===== config.mk =====
export PLATFORM = sky130hd
export DESIGN_NAME = rws_sequencer
export DESIGN_NICKNAME = d
export VERILOG_FILES = /design/src/rtl/rws_pkg.sv /design/src/rtl/rws_sequencer.sv
export SDC_FILE = /design/constraint.sdc
export NUM_CORES = 1
export LEC_CHECK = 0
export BUFFER_PORTS_ARGS = -buffer_cell sky130_fd_sc_hd__buf_2
export CAP_MARGIN = 20
export CORE_MARGIN = 2
export CORE_UTILIZATION = 46
export DETAILED_ROUTE_END_ITERATION = 7
export HOLD_SLACK_MARGIN = 0.05
export PLACE_DENSITY_LB_ADDON = 0.15
export SETUP_SLACK_MARGIN = 0.5
export SLEW_MARGIN = 5
export SYNTH_ARGS = -nofsm -noshare
export SYNTH_HDL_FRONTEND = slang
export SYNTH_SLANG_ARGS = --single-unit

===== constraint.sdc =====
create_clock -name sys_clk -period 2.1 [get_ports sys_clk]
set_input_delay 0.315 -clock sys_clk [delete_from_list [all_inputs] [get_ports sys_clk]]
set_output_delay 0.315 -clock sys_clk [all_outputs]
set_load 0.005 [all_outputs]

===== src/rtl/rws_pkg.sv =====
/*
 * Constants for the reset and warm-up sequencer: register map,
 * field positions, reset values, CPU init values and timing.
 * Assumes a 32-bit Avalon-MM slave with byte addresses.
 */
package rws_pkg;
    // ****************************************
    // Register map
    // ****************************************
    localparam logic [4:0] ADDR_CTRL = 5'h00;
    localparam logic [4:0] ADDR_STATUS = 5'h04;
    localparam logic [4:0] ADDR_IRQ_STATUS = 5'h08;
    localparam logic [4:0] ADDR_IRQ_CLEAR = 5'h0c;
    localparam logic [4:0] ADDR_IRQ_ENABLE = 5'h10;
    localparam logic [4:0] ADDR_TRIM = 5'h14;
    // ****************************************
    // Control fields
    // ****************************************
    localparam int CTRL_VD_EN = 0;
    localparam int CTRL_PORT_REL = 1;
    localparam int CTRL_EXT_HF = 2;
    localparam int CTRL_EXT_LF = 3;
    localparam logic [3:0] CTRL_RESET = 4'h0;
    // ****************************************
    // Status and interrupt fields
    // ****************************************
    localparam int ST_TRIM_FAULT = 0;
    localparam int ST_SERIAL = 1;
    localparam int ST_STATE = 2;
    localparam int IRQ_DONE = 0;
    localparam int IRQ_TRIM = 1;
    localparam int IRQ_INT_RST = 2;
    localparam int IRQ_W = 3;
    // ****************************************
    // CPU init values
    // ****************************************
    localparam logic [15:0] PC_MCU = 16'hfffe;
    localparam logic [15:0] PC_SERIAL = 16'h1ffe;
    localparam logic [15:0] SP_INIT = 16'h00ff;
    // ****************************************
    // Timing and trim
    // ****************************************
    localparam int WARMUP_DEF = 2048;
    localparam int TRIM_W = 8;
    localparam logic [1:0] TRIM_ADDR_DATA = 2'h0;
    localparam logic [1:0] TRIM_ADDR_CHECK = 2'h1;
    localparam logic [1:0] TRIM_LAST = 2'h2;
    // ****************************************
    // States
    // ****************************************
    typedef enum logic [1:0] {
        RWS_HOLD = 2'b00,
        RWS_WARM = 2'b01,
        RWS_RUN = 2'b11
    } rws_state_type;
endpackage


===== src/rtl/rws_sequencer.sv =====
/*
 * Reset and warm-up sequencer: merges reset requests, holds CPU and
 * peripherals, times warm-up on sys_clk, loads trim data, and
 * gives the CPU its start state. Assumes sys_clk is the high
 * frequency clock, pin requests are asynchronous and internal
 * requests come from logic on sys_clk.
 */
// Contract
// [RL1] Power-on, pin and internal requests all feed warm-up logic and reset.
// [RL2] Any active request clears warm-up counter and holds CPU, peripherals.
// [RL3] After release, counter counts clock cycles and stops at period end.
// [RL4] During warm-up, read trim data from store and latch it.
// [RL5] After warm-up the CPU starts at the vector in 0xFFFE and 0xFFFF.
// [RL6] A request during warm-up clears the counter; full warm-up restarts.
// [RL7] Same reset for all sources except some registers and voltage detect.
// [RL8] PC 0xFFFE normal or 0x1FFE serial, SP 0x00FF, through warm-up.
// [RL9] Bank select, interrupt enables and latches cleared until after warm-up.
// [RL10] RAM, data registers and arithmetic flags are not initialised.
// [RL11] Internal oscillator on, external oscillators off through warm-up.
// [RL12] Prescaler and divider held cleared until normal operation.
// [RL13] Watchdog disabled in reset and warm-up, enabled right after.
// [RL14] Only pin or power-on reset disables voltage detection.
// [RL15] Ports high-impedance through warm-up until software releases them.
// [RL16] Power-on and pin reset ORed; later release decides.
// [RL17] Abnormal trim data sets a readable trim fault flag.
module rws_sequencer
    import rws_pkg::*;
#(
    parameter int WARMUP_CYCLES = WARMUP_DEF,
    parameter int INT_REQS = 4
) (
    input wire logic sys_clk,
    input wire logic rst,
    input wire logic por_req,
    input wire logic ext_reset_n,
    input wire logic [INT_REQS-1:0] int_reset_req,
    input wire logic serial_mode,
    input wire logic [4:0] avs_address,
    input wire logic avs_read,
    input wire logic avs_write,
    input wire logic [31:0] avs_writedata,
    input wire logic [3:0] avs_byteenable,
    output logic [31:0] avs_readdata,
    output logic avs_waitrequest,
    output logic trim_rd,
    output logic [1:0] trim_addr,
    input wire logic [TRIM_W-1:0] trim_rd_data,
    output logic [TRIM_W-1:0] trim_value,
    output logic cpu_reset,
    output logic periph_reset,
    output logic vector_fetch,
    output logic [15:0] program_counter,
    output logic [15:0] stack_pointer,
    output logic cpu_ctrl_clear,
    output logic int_osc_en,
    output logic ext_hf_osc_en,
    output logic ext_lf_osc_en,
    output logic prescaler_clear,
    output logic watchdog_en,
    output logic vd_en,
    output logic port_hiz,
    output logic irq
);
    // ****************************************
    // Request synchronisers and merge
    // ****************************************
    logic [1:0] por_sync;
    logic [1:0] ext_sync_n;
    logic [1:0] serial_sync;
    logic pin_req;
    logic any_req;

    always_ff @(posedge sys_clk) begin
        if (rst) begin
            por_sync <= 2'h3;
            ext_sync_n <= 2'h0;
            serial_sync <= 2'h0;
        end else begin
            por_sync <= {por_sync[0], por_req};
            ext_sync_n <= {ext_sync_n[0], ext_reset_n};
            serial_sync <= {serial_sync[0], serial_mode};
        end
    end

    assign pin_req = por_sync[1] | ~ext_sync_n[1]; // RL16
    assign any_req = pin_req | (|int_reset_req); // RL1

    // ****************************************
    // Sequencer and warm-up counter
    // ****************************************
    rws_state_type state;
    logic [$clog2(WARMUP_CYCLES+1)-1:0] warm_cnt;
    logic warm_end;

    assign warm_end = (warm_cnt == WARMUP_CYCLES[$bits(warm_cnt)-1:0] - 1'b1);

    always_ff @(posedge sys_clk) begin
        if (rst) begin
            state <= RWS_HOLD;
        end else if (any_req) begin
            state <= RWS_HOLD; // RL2 RL6
        end else begin
            case (state)
                RWS_HOLD: state <= RWS_WARM;
                RWS_WARM: if (warm_end) state <= RWS_RUN; // RL3
                RWS_RUN: state <= RWS_RUN;
                default: state <= RWS_HOLD;
            endcase
        end
    end

    always_ff @(posedge sys_clk) begin
        if (rst || any_req || state != RWS_WARM) begin
            warm_cnt <= '0; // RL2 RL6
        end else if (!warm_end) begin
            warm_cnt <= warm_cnt + 1'b1; // RL3
        end
    end

    // ****************************************
    // Trim load during warm-up
    // ****************************************
    logic [1:0] trim_step;
    logic trim_fault;

    assign trim_rd = (state == RWS_WARM) && (trim_step != TRIM_LAST);
    assign trim_addr = trim_step;

    always_ff @(posedge sys_clk) begin
        if (rst || state != RWS_WARM) begin
            trim_step <= TRIM_ADDR_DATA;
        end else if (trim_rd) begin
            trim_step <= trim_step + 1'b1; // RL4
        end
    end

    always_ff @(posedge sys_clk) begin
        if (rst) begin
            trim_value <= '0;
        end else if (trim_rd && trim_step == TRIM_ADDR_DATA) begin
            trim_value <= trim_rd_data; // RL4
        end
    end

    // Check word must be the complement of the data word
    always_ff @(posedge sys_clk) begin
        if (rst || pin_req) begin
            trim_fault <= 1'b0;
        end else if (trim_rd && trim_step == TRIM_ADDR_CHECK) begin
            trim_fault <= (trim_rd_data != ~trim_value); // RL17
        end
    end

    // ****************************************
    // Mode strap and CPU start state
    // ****************************************
    logic serial_lat;

    always_ff @(posedge sys_clk) begin
        if (rst) begin
            serial_lat <= 1'b0;
        end else if (state == RWS_HOLD) begin
            serial_lat <= serial_sync[1];
        end
    end

    always_ff @(posedge sys_clk) begin
        if (rst) begin
            program_counter <= PC_MCU;
            stack_pointer <= SP_INIT;
        end else if (state != RWS_RUN) begin
            program_counter <= serial_lat ? PC_SERIAL : PC_MCU; // RL8
            stack_pointer <= SP_INIT; // RL8
        end
    end

    // Data registers and RAM see no clear from here
    assign cpu_reset = (state != RWS_RUN); // RL2 RL10
    assign periph_reset = (state == RWS_HOLD); // RL2 RL7
    assign cpu_ctrl_clear = (state != RWS_RUN); // RL9
    assign prescaler_clear = (state != RWS_RUN); // RL12
    assign watchdog_en = (state == RWS_RUN); // RL13

    // One pulse when the CPU may fetch its start vector
    always_ff @(posedge sys_clk) begin
        if (rst) begin
            vector_fetch <= 1'b0;
        end else begin
            vector_fetch <= (state == RWS_WARM) && warm_end && !any_req; // RL5
        end
    end

    // ****************************************
    // Control register
    // ****************************************
    logic [3:0] ctrl;
    logic vd_reg;
    logic bus_ack;
    logic wr_hit;
    logic [4:0] bus_addr;

    assign wr_hit = avs_write && bus_ack && avs_byteenable[0];
    assign bus_addr = avs_address;

    always_ff @(posedge sys_clk) begin
        if (rst || state != RWS_RUN) begin
            ctrl <= CTRL_RESET; // RL7
        end else if (wr_hit && bus_addr == ADDR_CTRL) begin
            ctrl <= avs_writedata[3:0];
        end
    end

    always_ff @(posedge sys_clk) begin
        if (rst || pin_req) begin
            vd_reg <= 1'b0; // RL14
        end else if (wr_hit && bus_addr == ADDR_CTRL
                     && state == RWS_RUN) begin
            vd_reg <= avs_writedata[CTRL_VD_EN];
        end
    end

    assign vd_en = vd_reg; // RL14
    assign int_osc_en = 1'b1; // RL11
    assign ext_hf_osc_en = (state == RWS_RUN) && ctrl[CTRL_EXT_HF]; // RL11
    assign ext_lf_osc_en = (state == RWS_RUN) && ctrl[CTRL_EXT_LF]; // RL11
    assign port_hiz = (state != RWS_RUN) || !ctrl[CTRL_PORT_REL]; // RL15

    // ****************************************
    // Interrupt status, clear and enable
    // ****************************************
    logic [IRQ_W-1:0] irq_status;
    logic [IRQ_W-1:0] irq_enable;
    logic [IRQ_W-1:0] irq_event;
    logic [IRQ_W-1:0] irq_clr;
    logic trim_fault_d;

    always_ff @(posedge sys_clk) begin
        if (rst) begin
            trim_fault_d <= 1'b0;
        end else begin
            trim_fault_d <= trim_fault;
        end
    end

    assign irq_event[IRQ_DONE] = vector_fetch;
    assign irq_event[IRQ_TRIM] = trim_fault && !trim_fault_d;
    assign irq_event[IRQ_INT_RST] = (|int_reset_req) && state != RWS_HOLD;
    assign irq_clr = (wr_hit && bus_addr == ADDR_IRQ_CLEAR)
                     ? avs_writedata[IRQ_W-1:0] : '0;

    // Set beats clear in the same cycle
    always_ff @(posedge sys_clk) begin
        if (rst) begin
            irq_status <= '0;
        end else begin
            irq_status <= (irq_status & ~irq_clr) | irq_event;
        end
    end

    always_ff @(posedge sys_clk) begin
        if (rst) begin
            irq_enable <= '0;
        end else if (wr_hit && bus_addr == ADDR_IRQ_ENABLE) begin
            irq_enable <= avs_writedata[IRQ_W-1:0];
        end
    end

    assign irq = |(irq_status & irq_enable);

    // ****************************************
    // Avalon-MM slave, one wait state
    // ****************************************
    logic [31:0] next_rdata;

    always_comb begin
        next_rdata = 32'h0;
        case (bus_addr)
            ADDR_CTRL: next_rdata = {28'h0, ctrl[3:1], vd_reg};
            ADDR_STATUS: next_rdata = {28'h0, state, serial_lat,
                                       trim_fault}; // RL17
            ADDR_IRQ_STATUS: next_rdata = {29'h0, irq_status};
            ADDR_IRQ_ENABLE: next_rdata = {29'h0, irq_enable};
            ADDR_TRIM: next_rdata = {24'h0, trim_value};
            default: next_rdata = 32'h0;
        endcase
    end

    always_ff @(posedge sys_clk) begin
        if (rst) begin
            bus_ack <= 1'b0;
        end else begin
            bus_ack <= (avs_read || avs_write) && !bus_ack;
        end
    end

    always_ff @(posedge sys_clk) begin
        if (rst) begin
            avs_readdata <= 32'h0;
        end else if (avs_read && !bus_ack) begin
            avs_readdata <= next_rdata;
        end
    end

    assign avs_waitrequest = (avs_read || avs_write) && !bus_ack;
endmodule // rws_sequencer


==> run_results.csv, run 1 <==
group,metric,value,unit
drt,via_per_inst,4.78,
worst_setup_path,cpPeakStageDelay,0.60,ns
floorplan,coreArea,0.00599,mm2
place,dp_hpwl,4.15,mm
worst_setup_path,rr_endpoint,"warm_cnt[7]",
power_and_ir_drop,seq_power_share,0.592,
synthesis,ys_warn_count,0,
global_route,grt_antenna_before_repair,0,
clock_network,h-tree-depth,2,
synthesis,syn_area,0.00289,mm2
drt,drt_iter0_drc,117,
worst_setup_path,startpoint_type,"flip-flop",
power_and_ir_drop,power.leakage,1.35,nW
worst_setup_path,worstSetupEndpointType,"flip-flop",
floorplan,die_h,83.3,um
cells_and_area,regArea,0.00109,mm2
sta,finalSetupTns,0,ns
floorplan,floorplan.initialDensity,0.482,
cells_and_area,nets,443,
floorplan,row_count,28,
worst_setup_path,cp_max_fo,6,
min_path,hold_path_end,"por_sync[0]",
global_route,grt_max_degree,38,
worst_setup_path,required,2.34,ns
place,gp_congestion,0.792,
sta,whs,0.193,ns
cells_and_area,fill_cells,584,
worst_setup_path,cp_slowest_cell,"or4_4",
worst_setup_path,r2r-start,"warm_cnt[0]",
cells_and_area,utilization,0.541,
job,maxCapViolations,0,
sta,maxSlewViolCount,0,
synthesis,post_synth.cell_area_avg,9.20,um2
sta,min_period,1.57,ns
sta,rsz0062_at_grt,"yes",
clock_network,cts_tree,"yes",
floorplan,ioPinCount,148,
cells_and_area,fin_area,0.00324,mm2
sta,period_share,0.746,
min_path,hp-class,"primary input to flip-flop",
min_path,hp-start,"por_req",
drt,num_vias,2176,
clock_network,cts_num_sinks,54,
power_and_ir_drop,irDropWorstVdd,0.353,mV
global_route,grt_usage,0.162,
power_and_ir_drop,switching_share,0.248,
synthesis,synth_edf_count,0,
floorplan,fp.dieW,83.3,um
synthesis,async_flop_share,0,
min_path,holdPathStages,2,
drt,wl,5.79,mm
drt,firstDrtPassIters,5,
power_and_ir_drop,internal_power,1.31,mW
global_route,grt_pass1_vias,1906,
sta,setup-violations-final,0,
clock_network,holdBufCountCts,0,
synthesis,synth_seq_cells,54,
clock_network,cts_buffers,5,
worst_setup_path,worstSetupPathType,"flip-flop to flip-flop",
clock_network,path_clk_slew,0.10,ns
power_and_ir_drop,comb_power_share,0.067,
clock_network,clock_latency,0.31,ns
clock_network,clockRootBuffer,"clkbuf_8",
cells_and_area,antenna_cells,0,
cells_and_area,final_common_cell,"buf_2",
power_and_ir_drop,pwr_density_cell,539,mW/mm2
clock_network,cts_buffer_depth,2,
floorplan,die_area,0.00693,mm2
worst_setup_path,crit_chain,"ha_4 -> nand2_2 -> or4_4 -> buf_4 -> a21oi_2",
power_and_ir_drop,total_power,1.75,mW
sta,hold_violations,0,
drt,ant_nets,0,
synthesis,synth_flop_cell,"dfxtp_1",
cells_and_area,final_cell_mix,"buf_2, conb_1, dfxtp_1",
global_route,grt.overflow.total,0,
cells_and_area,drive_gt1_frac,0.311,
power_and_ir_drop,p_sw,0.432,mW
worst_setup_path,regToRegSetupSlack,0.53,ns
place,postPlaceCellArea,0.00302,mm2
worst_setup_path,cp.arrival,1.81,ns
sta,fmax,639,MHz
sta,clock_skew,0.0120,ns
cells_and_area,multi_input_area,0.00154,mm2
global_route,grt_pass1_wl,9.27,mm
drt,wl_per_cell,12.7,um
place,port-buffer-count,62,
outcome,status,"completed",
power_and_ir_drop,p_clk_frac,0.341,
synthesis,ys_types,48,
cells_and_area,syn_to_final_growth,12.1,%
drt,drc,0,
synthesis,ys_seq_area_frac,0.374,
worst_setup_path,rr_worst_depth,5,
synthesis,syn_inst,314,
routing by layer:
layer / track usage / up-vias / part of all wire
met5: 0 / - / 0
met4: 0.0402 / 0 / 0.0069
met3: 0.0398 / 4 / 0.058
met2: 0.249 / 79 / 0.46
met1: 0.227 / 987 / 0.47
li1: - / 1106 / -
cells in the mapped netlist, types with 4 or more instances:
| library cell | n | area, um2 |
|---|---|---|
| a22oi_1 | 5 | 37.5 |
| dfxtp_1 | 54 | 1080 |
| a21oi_1 | 7 | 35.0 |
| buf_4 | 59 | 443 |
| nor3_1 | 10 | 50.1 |
| nor2b_1 | 9 | 56.3 |
| nand2_1 | 17 | 63.8 |
| nand4_1 | 4 | 25.0 |
| a21oi_2 | 6 | 52.6 |
| ha_1 | 4 | 50.1 |
| clkbuf_1 | 6 | 22.5 |
| nand3_1 | 7 | 35.0 |
| a222oi_1 | 4 | 40.0 |
| xnor2_1 | 12 | 105 |
| nor2_1 | 32 | 120 |
| mux2i_1 | 18 | 180 |
| inv_1 | 6 | 22.5 |
| o21ai_0 | 5 | 25.0 |
critical path, delay by kind of cell (launching register included):
| family | cells | cell delay, ns |
|---|---|---|
| AO/OA/AOI/OAI | 1 | 0.10 |
| adder cells (fa/ha/maj) | 1 | 0.17 |
| buffers and inverters | 1 | 0.17 |
| flip-flops | 1 | 0.39 |
| AND/OR/NAND/NOR | 2 | 0.68 |
worst max-delay path by stage:
stage	endpoint	from	slack, ns	depth (start not counted)
floorplan	trim_value[7]	trim_addr[0]	0.51	7
global placement	warm_cnt[11]	int_reset_req[1]	0.36	4
detailed placement	warm_cnt[11]	int_reset_req[1]	0.34	4
CTS	trim_rd	trim_addr[0]	0.50	4
global route	irq	irq_enable[0]	0.45	3
finish	warm_cnt[7]	warm_cnt[0]	0.53	5
final cells by class:
type	instances	share of cell area
multi-input cells	238	0.474
flip-flops and latches	54	0.337
repair buffers	74	0.124
well taps	75	0.0290
clock buffers	5	0.0212
clock inverters	3	0.00772
inverters	6	0.00695
power by group through the flow:
stage / logic (mW) / clock network [mW] / registers (mW)
global placement: 0.115 / 0 / 1.06
detailed placement: 0.115 / 0 / 1.06
finish: 0.118 / 0.595 / 1.03
global route: 0.132 / 0.660 / 1.03
CTS: 0.116 / 0.614 / 1.03
floorplan: 0.143 / 0 / 1.06
flip-flops by register name, summed over array words and instances, names as in the netlist, 2 cells and up:
signal and count:
trim_addr 2, irq_enable 3, ext_sync_n 2, avs_readdata 8, irq_status 3, serial_sync 2, trim_value 8, state 2
por_sync 2, ctrl 3, warm_cnt 12
metrics by stage:
step / setup WS, ns / std cells
floorplan: 0.513 / 366
global placement: 0.358 / 437
detailed placement: 0.339 / 437
CTS: 0.497 / 449
global route: 0.449 / 455
finish: 0.534 / 455
cells by family after synthesis:
| logic type | count (synthesis) | synth area share |
|---|---|---|
| mux | 21 | 0.0857 |
| other cells | 2 | 0.00260 |
| xor+xnor | 14 | 0.0424 |
| fa+ha+maj | 4 | 0.0173 |
| flops | 54 | 0.374 |
| buf+inv | 75 | 0.180 |
| simple gates | 110 | 0.211 |
| compound gates | 34 | 0.0870 |
repair_timing:
| item | CTS | global route |
|---|---|---|
| gates cloned | 0 | 1 |
| endpoints found under the setup margin | 13 | 17 |
| pin swaps | 2 | 4 |
| hold endpoints to repair | 0 | 0 |
| gates resized for setup | 8 | 9 |
| buffers inserted | 4 | 5 |
No activity file was read; power rests on OpenSTA's default activity.
==> run 2, diff against run 1 <==
--- a/config.mk
+++ b/config.mk
@@ -5,10 +5,11 @@
 export SDC_FILE = /design/constraint.sdc
 export NUM_CORES = 1
 export LEC_CHECK = 0
+export ABC_AREA = 1
 export BUFFER_PORTS_ARGS = -buffer_cell sky130_fd_sc_hd__buf_2
 export CAP_MARGIN = 20
 export CORE_MARGIN = 2
-export CORE_UTILIZATION = 46
+export CORE_UTILIZATION = 42
 export DETAILED_ROUTE_END_ITERATION = 7
 export HOLD_SLACK_MARGIN = 0.05
 export PLACE_DENSITY_LB_ADDON = 0.15
==> constraint.sdc (replaced) <==
create_clock -name sys_clk -period 1.4 [get_ports sys_clk]
set_input_delay 0.21 -clock sys_clk [delete_from_list [all_inputs] [get_ports sys_clk]]
set_output_delay 0.21 -clock sys_clk [all_outputs]
set_load 0.005 [all_outputs]
==> run 2 against run 1 <==
Compared with the run above: sequential share of layout area shrank 7.6 points; clock power grew 80%; utilization grew 11 points; clock-buffer cell count grew 1; global-route usage grew 2.2 points; design area grew 36%; critical endpoint is now trim_rd; largest power group unchanged.
==> run_results.csv, run 2 <==
group,metric,value,unit
outcome,status,"completed",
synthesis,synth_edf_count,0,
worst_setup_path,path_common_cell,"inv_2",
drt,wl,7.28,mm
floorplan,row_count,30,
synthesis,synth_seq_cells,54,
floorplan,coreArea,0.00679,mm2
clock_network,cts_num_sinks,54,
drt,ant_nets,0,
worst_setup_path,r2r-start,"warm_cnt[0]",
min_path,hp-class,"primary input to flip-flop",
synthesis,syn_inst,403,
min_path,holdPathStages,2,
global_route,grt_antenna_before_repair,0,
clock_network,cts_tree,"yes",
worst_setup_path,cp_slowest_cell,"dfxtp_2",
worst_setup_path,worstSetupPathType,"flip-flop to output port",
clock_network,cts_buffer_depth,2,
sta,rsz0062_at_grt,"yes",
sta,setup_ws,0.0403,ns
synthesis,synth_most_common_cell,"nand2_1",
cells_and_area,top_register,"warm_cnt",
sta,setup-violations-final,0,
power_and_ir_drop,pwr_density_cell,663,mW/mm2
worst_setup_path,rr_worst_depth,9,
cells_and_area,top_regs,"warm_cnt: 12 flops, avs_readdata: 8 flops, trim_value: 8 flops",
floorplan,floorplan.initialDensity,0.436,
cells_and_area,final_common_cell,"conb_1",
clock_network,h-tree-depth,2,
sta,whs,0.0848,ns
clock_network,path_clk_slew,0.09,ns
cells_and_area,drive_gt1_frac,0.517,
cells_and_area,final_cell_mix,"conb_1, nand2_1, buf_2",
synthesis,ys_types,35,
min_path,hold_path_end,"por_sync[0]",
global_route,grt_usage,0.184,
global_route,grt_pass1_vias,2525,
drt,drc,0,
clock_network,clock_latency,0.30,ns
power_and_ir_drop,irDropWorstVdd,0.450,mV
sta,maxSlewViolCount,0,
synthesis,synth.top_cells.by_count,"nand2_1, buf_4, dfxtp_1, nor2_1, inv_1",
floorplan,die_area,0.00774,mm2
drt,firstDrtPassIters,4,
worst_setup_path,required,1.19,ns
worst_setup_path,crit_chain,"inv_2 -> ha_4 -> inv_4 -> nand2_4 -> inv_2 -> buf_2",
worst_setup_path,worstSetupEndpointType,"output port",
floorplan,fp.dieW,88.0,um
synthesis,yosysTopAreaCellShare,0.365,
cells_and_area,largest_reg_flops,12,
worst_setup_path,rr_endpoint,"warm_cnt[5]",
drt,via_per_inst,4.52,
clock_network,holdBufCountCts,0,
power_and_ir_drop,p_clk_frac,0.366,
synthesis,yosys.area.top_type,"dfxtp_1",
place,place_ws,0.0189,ns
sta,fmax,735,MHz
global_route,grt_pass1_wl,11.3,mm
synthesis,ys_warn_count,0,
place,port-buffer-count,62,
drt,drt_iter0_drc,81,
sta,period_share,0.971,
sta,hold_violations,0,
clock_network,clockRootBuffer,"clkbuf_8",
sta,clock_skew,0.00668,ns
synthesis,synthTopCellsByArea,"dfxtp_1, buf_4, nand2_1",
cells_and_area,antenna_cells,0,
drt,wl_per_cell,11.9,um
cells_and_area,nets,579,
cells_and_area,syn_to_final_growth,48.4,%
sta,min_period,1.36,ns
drt,num_vias,2760,
power_and_ir_drop,internal_power,2.23,mW
floorplan,ioPinCount,148,
worst_setup_path,startpoint_type,"flip-flop",
power_and_ir_drop,seq_power_share,0.531,
place,gp_congestion,0.847,
place,postPlaceCellArea,0.00332,mm2
power_and_ir_drop,p_sw,0.684,mW
global_route,grt.overflow.total,0,
place,dp_hpwl,4.83,mm
floorplan,die_h,88.0,um
global_route,grt_max_degree,22,
power_and_ir_drop,switching_share,0.235,
synthesis,async_flop_share,0,
power_and_ir_drop,total_power,2.91,mW
power_and_ir_drop,comb_power_share,0.103,
worst_setup_path,cp_max_fo,2,
cells_and_area,fin_area,0.00440,mm2
synthesis,syn_area,0.00296,mm2
worst_setup_path,regToRegSetupSlack,0.04,ns
synthesis,post_synth.cell_area_avg,7.35,um2
min_path,hp-start,"por_req",
synthesis,synth_flop_cell,"dfxtp_1",
clock_network,cts_buffers,5,
power_and_ir_drop,power.leakage,2.08,nW
synthesis,ys_seq_area_frac,0.365,
worst_setup_path,cpPeakStageDelay,0.35,ns
job,maxCapViolations,0,
worst_setup_path,cp.arrival,1.15,ns
## run 2: power by group through the flow
| stage | Sequential (mW) | Clock, mW | Combinational (mW) |
|---|---|---|---|
| final | 1.55 | 1.07 | 0.300 |
| after detailed placement | 1.60 | 0 | 0.228 |
| after CTS | 1.55 | 1.10 | 0.273 |
| after floorplan | 1.60 | 0 | 0.246 |
| after global routing | 1.55 | 1.15 | 0.336 |
| after global placement | 1.60 | 0 | 0.227 |
## run 2: worst max path at each step
stage                                 from           to  depth (start not counted)
after global placement    int_reset_req[1]  warm_cnt[5]                          8
after floorplan                warm_cnt[1]  warm_cnt[1]                         10
after CTS                      warm_cnt[0]  warm_cnt[1]                         10
after detailed placement  int_reset_req[1]  warm_cnt[5]                          8
final                         trim_addr[0]      trim_rd                          6
after global routing           warm_cnt[0]  warm_cnt[3]                         10
## run 2: critical path: cells and delay by family, from the launching register on
kind	cells	cell delay (ns)
and+or+nand+nor	1	0.06
buffers and inverters	4	0.28
adders and majority gates	1	0.16
DFF	1	0.35
## run 2: final cells by class
| cell class | count | area, um2 |
|---|---|---|
| well taps | 96 | 120 |
| inverters | 46 | 220 |
| flip-flops and latches | 54 | 1150 |
| multi-input cells | 293 | 1880 |
| clock buffers | 6 | 82.6 |
| repair buffers | 115 | 908 |
| clock inverters | 1 | 30.0 |
| fillers | 543 | 2400 |
## run 2: cells by family after synthesis
logic type / Yosys count / share of synthesized area
compound gates: 56 / 0.103
other cells: 2 / 0.00254
fa+ha+maj: 4 / 0.0169
flops: 54 / 0.365
buf+inv: 110 / 0.216
simple gates: 168 / 0.270
xor+xnor: 9 / 0.0266
## run 2: per-stage QoR
stage               setup TNS, ns  utilization  cells
floorplan                       0            -    455
global placement                0        0.488    558
detailed placement              0        0.488    558
CTS                             0        0.605    601
global route               -0.180        0.647    611
finish                          0        0.647    611
## run 2: timing repair
action	in CTS	in global routing
setup endpoints to repair	79	80
pin swaps	34	23
buffers inserted	33	10
gates resized for setup	125	55
cloned	3	0
## run 2: per-layer routing
layer  part of all wire  GRT usage  up-vias  routed length (um)
met2               0.54      0.348       80                3910
met5                  0          0        -                   0
met1               0.41      0.216     1276                2960
met3              0.050     0.0311        6                 365
met4             0.0060     0.0378        0                  44
li1                   -          -     1398                   -
==> run 3, diff against run 2 <==
==> constraint.sdc (replaced) <==
create_clock -name sys_clk -period 1.4 [get_ports sys_clk]
set_input_delay 0.28 -clock sys_clk [delete_from_list [all_inputs] [get_ports sys_clk]]
set_output_delay 0.28 -clock sys_clk [all_outputs]
set_load 0.005 [all_outputs]
==> run 3 against run 2 <==
Compared with the run above: the run now ends with setup timing left; flip-flop and latch count unchanged; sequential share of layout area down 1.5 points; utilization up 4.0 points; power up 0.69%; clock power about the same; critical path type is now flip-flop to flip-flop; critical endpoint is now warm_cnt[1].
==> run_results.csv, run 3 (synthesized netlist as in run 2, its figures left out) <==
group,metric,value,unit
worst_setup_path,crit_chain,"ha_4 -> nand2_4 -> inv_4 -> nand3_4 -> nor2_4 -> nand2_4 -> nor2_8 -> inv_4 -> o21ai_2",
clock_network,cts_buffers,5,
min_path,hp-class,"primary input to flip-flop",
cells_and_area,utilization,0.687,
clock_network,h-tree-depth,2,
worst_setup_path,startpoint_type,"flip-flop",
drt,drc,0,
drt,ant_nets,0,
worst_setup_path,rr_endpoint,"warm_cnt[1]",
global_route,grt_max_degree,22,
drt,via_per_inst,4.54,
cells_and_area,fin_area,0.00467,mm2
min_path,holdPathStages,2,
cells_and_area,fill_cells,532,
clock_network,holdBufCountCts,0,
clock_network,cts_buffer_depth,2,
power_and_ir_drop,seq_power_share,0.528,
min_path,hold_path_end,"por_sync[0]",
global_route,grt_antenna_before_repair,0,
clock_network,cts_tree,"yes",
worst_setup_path,regToRegSetupSlack,-0.04,ns
worst_setup_path,rr_worst_depth,9,
cells_and_area,largest_reg_flops,12,
global_route,grt_pass1_wl,11.2,mm
power_and_ir_drop,irDropWorstVdd,0.513,mV
sta,rsz0062_at_grt,"yes",
power_and_ir_drop,switching_share,0.234,
worst_setup_path,r2r-start,"warm_cnt[1]",
floorplan,fp.dieW,88.0,um
sta,period_share,1.03,
drt,drt_iter0_drc,101,
sta,setup-violations-final,2,
floorplan,die_area,0.00774,mm2
cells_and_area,antenna_cells,0,
place,place_ws,-0.0218,ns
job,maxCapViolations,0,
power_and_ir_drop,p_sw,0.685,mW
cells_and_area,final_cell_mix,"conb_1, nand2_1, buf_6",
worst_setup_path,cp_max_fo,5,
drt,num_vias,2846,
cells_and_area,drive_gt1_frac,0.533,
drt,firstDrtPassIters,4,
worst_setup_path,worstSetupEndpointType,"flip-flop",
floorplan,coreArea,0.00679,mm2
worst_setup_path,crit_path_start,"warm_cnt[1]",
sta,maxSlewViolCount,0,
worst_setup_path,worstSetupPathType,"flip-flop to flip-flop",
cells_and_area,top_regs,"warm_cnt: 12 flops, avs_readdata: 8 flops, trim_value: 8 flops",
sta,setup_ws,-0.0368,ns
min_path,hp-start,"por_req",
cells_and_area,top_register,"warm_cnt",
global_route,grt_usage,0.185,
cells_and_area,final_common_cell,"conb_1",
floorplan,row_count,30,
global_route,grt.overflow.total,0,
clock_network,cts_num_sinks,54,
cells_and_area,syn_to_final_growth,57.6,%
clock_network,path_clk_slew,0.09,ns
power_and_ir_drop,p_clk_frac,0.362,
global_route,grt_pass1_vias,2451,
power_and_ir_drop,pwr_density_cell,628,mW/mm2
drt,wl_per_cell,12.4,um
place,port-buffer-count,62,
worst_setup_path,cp_slowest_cell,"dfxtp_2",
sta,min_period,1.44,ns
place,gp_congestion,0.787,
floorplan,ioPinCount,148,
power_and_ir_drop,internal_power,2.25,mW
sta,whs,0.160,ns
power_and_ir_drop,comb_power_share,0.110,
worst_setup_path,cpPeakStageDelay,0.37,ns
outcome,status,"finished with violations",
place,dp_hpwl,4.82,mm
sta,fmax,696,MHz
cells_and_area,nets,595,
floorplan,floorplan.initialDensity,0.436,
sta,clock_skew,0.00807,ns
clock_network,clock_latency,0.30,ns
sta,hold_violations,0,
outcome,violations,"setup timing",
worst_setup_path,required,1.64,ns
power_and_ir_drop,power.leakage,2.19,nW
drt,wl,7.74,mm
worst_setup_path,cp.arrival,1.67,ns
floorplan,die_h,88.0,um
power_and_ir_drop,total_power,2.93,mW
place,postPlaceCellArea,0.00336,mm2
clock_network,clockRootBuffer,"clkbuf_8",
## run 3: cell types whose count changed in the layout (fill, tap and decap cells not counted), sizes merged
cell,delta
buf,+15
clkinvlp,+1
## run 3: power by group through the flow
stage	Clock (mW)	Sequential, mW	Combinational, mW
after floorplan	0	1.60	0.249
after global placement	0	1.60	0.242
after detailed placement	0	1.60	0.243
after CTS	1.09	1.55	0.276
after global routing	1.14	1.55	0.359
final	1.06	1.55	0.324
## run 3: routing by layer
layer / vias up / track usage / routed length, um
li1: 1427 / - / -
met1: 1335 / 0.212 / 3070
met2: 76 / 0.353 / 4240
met3: 8 / 0.0311 / 318
met4: 0 / 0.0448 / 114
met5: - / 0 / 0
## run 3: worst max-delay path: cells and delay by family (launching register included)
family	cells	cell delay [ns]
fa+ha+maj	1	0.15
compound gates	1	0.12
simple gates	5	0.61
buf+inv	2	0.12
flops	1	0.37
## run 3: what timing repair did
| action | in CTS | in global routing |
|---|---|---|
| setup buffers | 38 | 20 |
| gates cloned | 3 | 0 |
| endpoints found under the setup margin | 77 | 80 |
| pin swaps | 45 | 33 |
| resized for setup | 95 | 105 |
## run 3: how the worst max path moves through the flow
stage                             end  cells after the start
after floorplan           warm_cnt[1]                     10
final                     warm_cnt[1]                      9
after detailed placement  warm_cnt[5]                      8
after global placement    warm_cnt[5]                      8
after global routing      warm_cnt[1]                      9
after CTS                     trim_rd                      6
## run 3: area by class of cell
cell class | count | area [um2] | share of cell area
Timing Repair Buffer | 130 | 1130 | 0.242
Inverter | 46 | 228 | 0.0488
Sequential cell | 54 | 1150 | 0.247
Multi-Input combinational cell | 293 | 1920 | 0.411
Clock inverter | 1 | 30.0 | 0.00643
Clock buffer | 6 | 82.6 | 0.0177
Timing Repair inverter | 1 | 7.51 | 0.00161
Tap cell | 96 | 120 | 0.0257
## run 3: through the flow
stage,cells,TNS [ns]
floorplan,455,0
global placement,559,0
detailed placement,559,-0.0218
CTS,607,0
global route,627,-0.668
finish,627,-0.0574
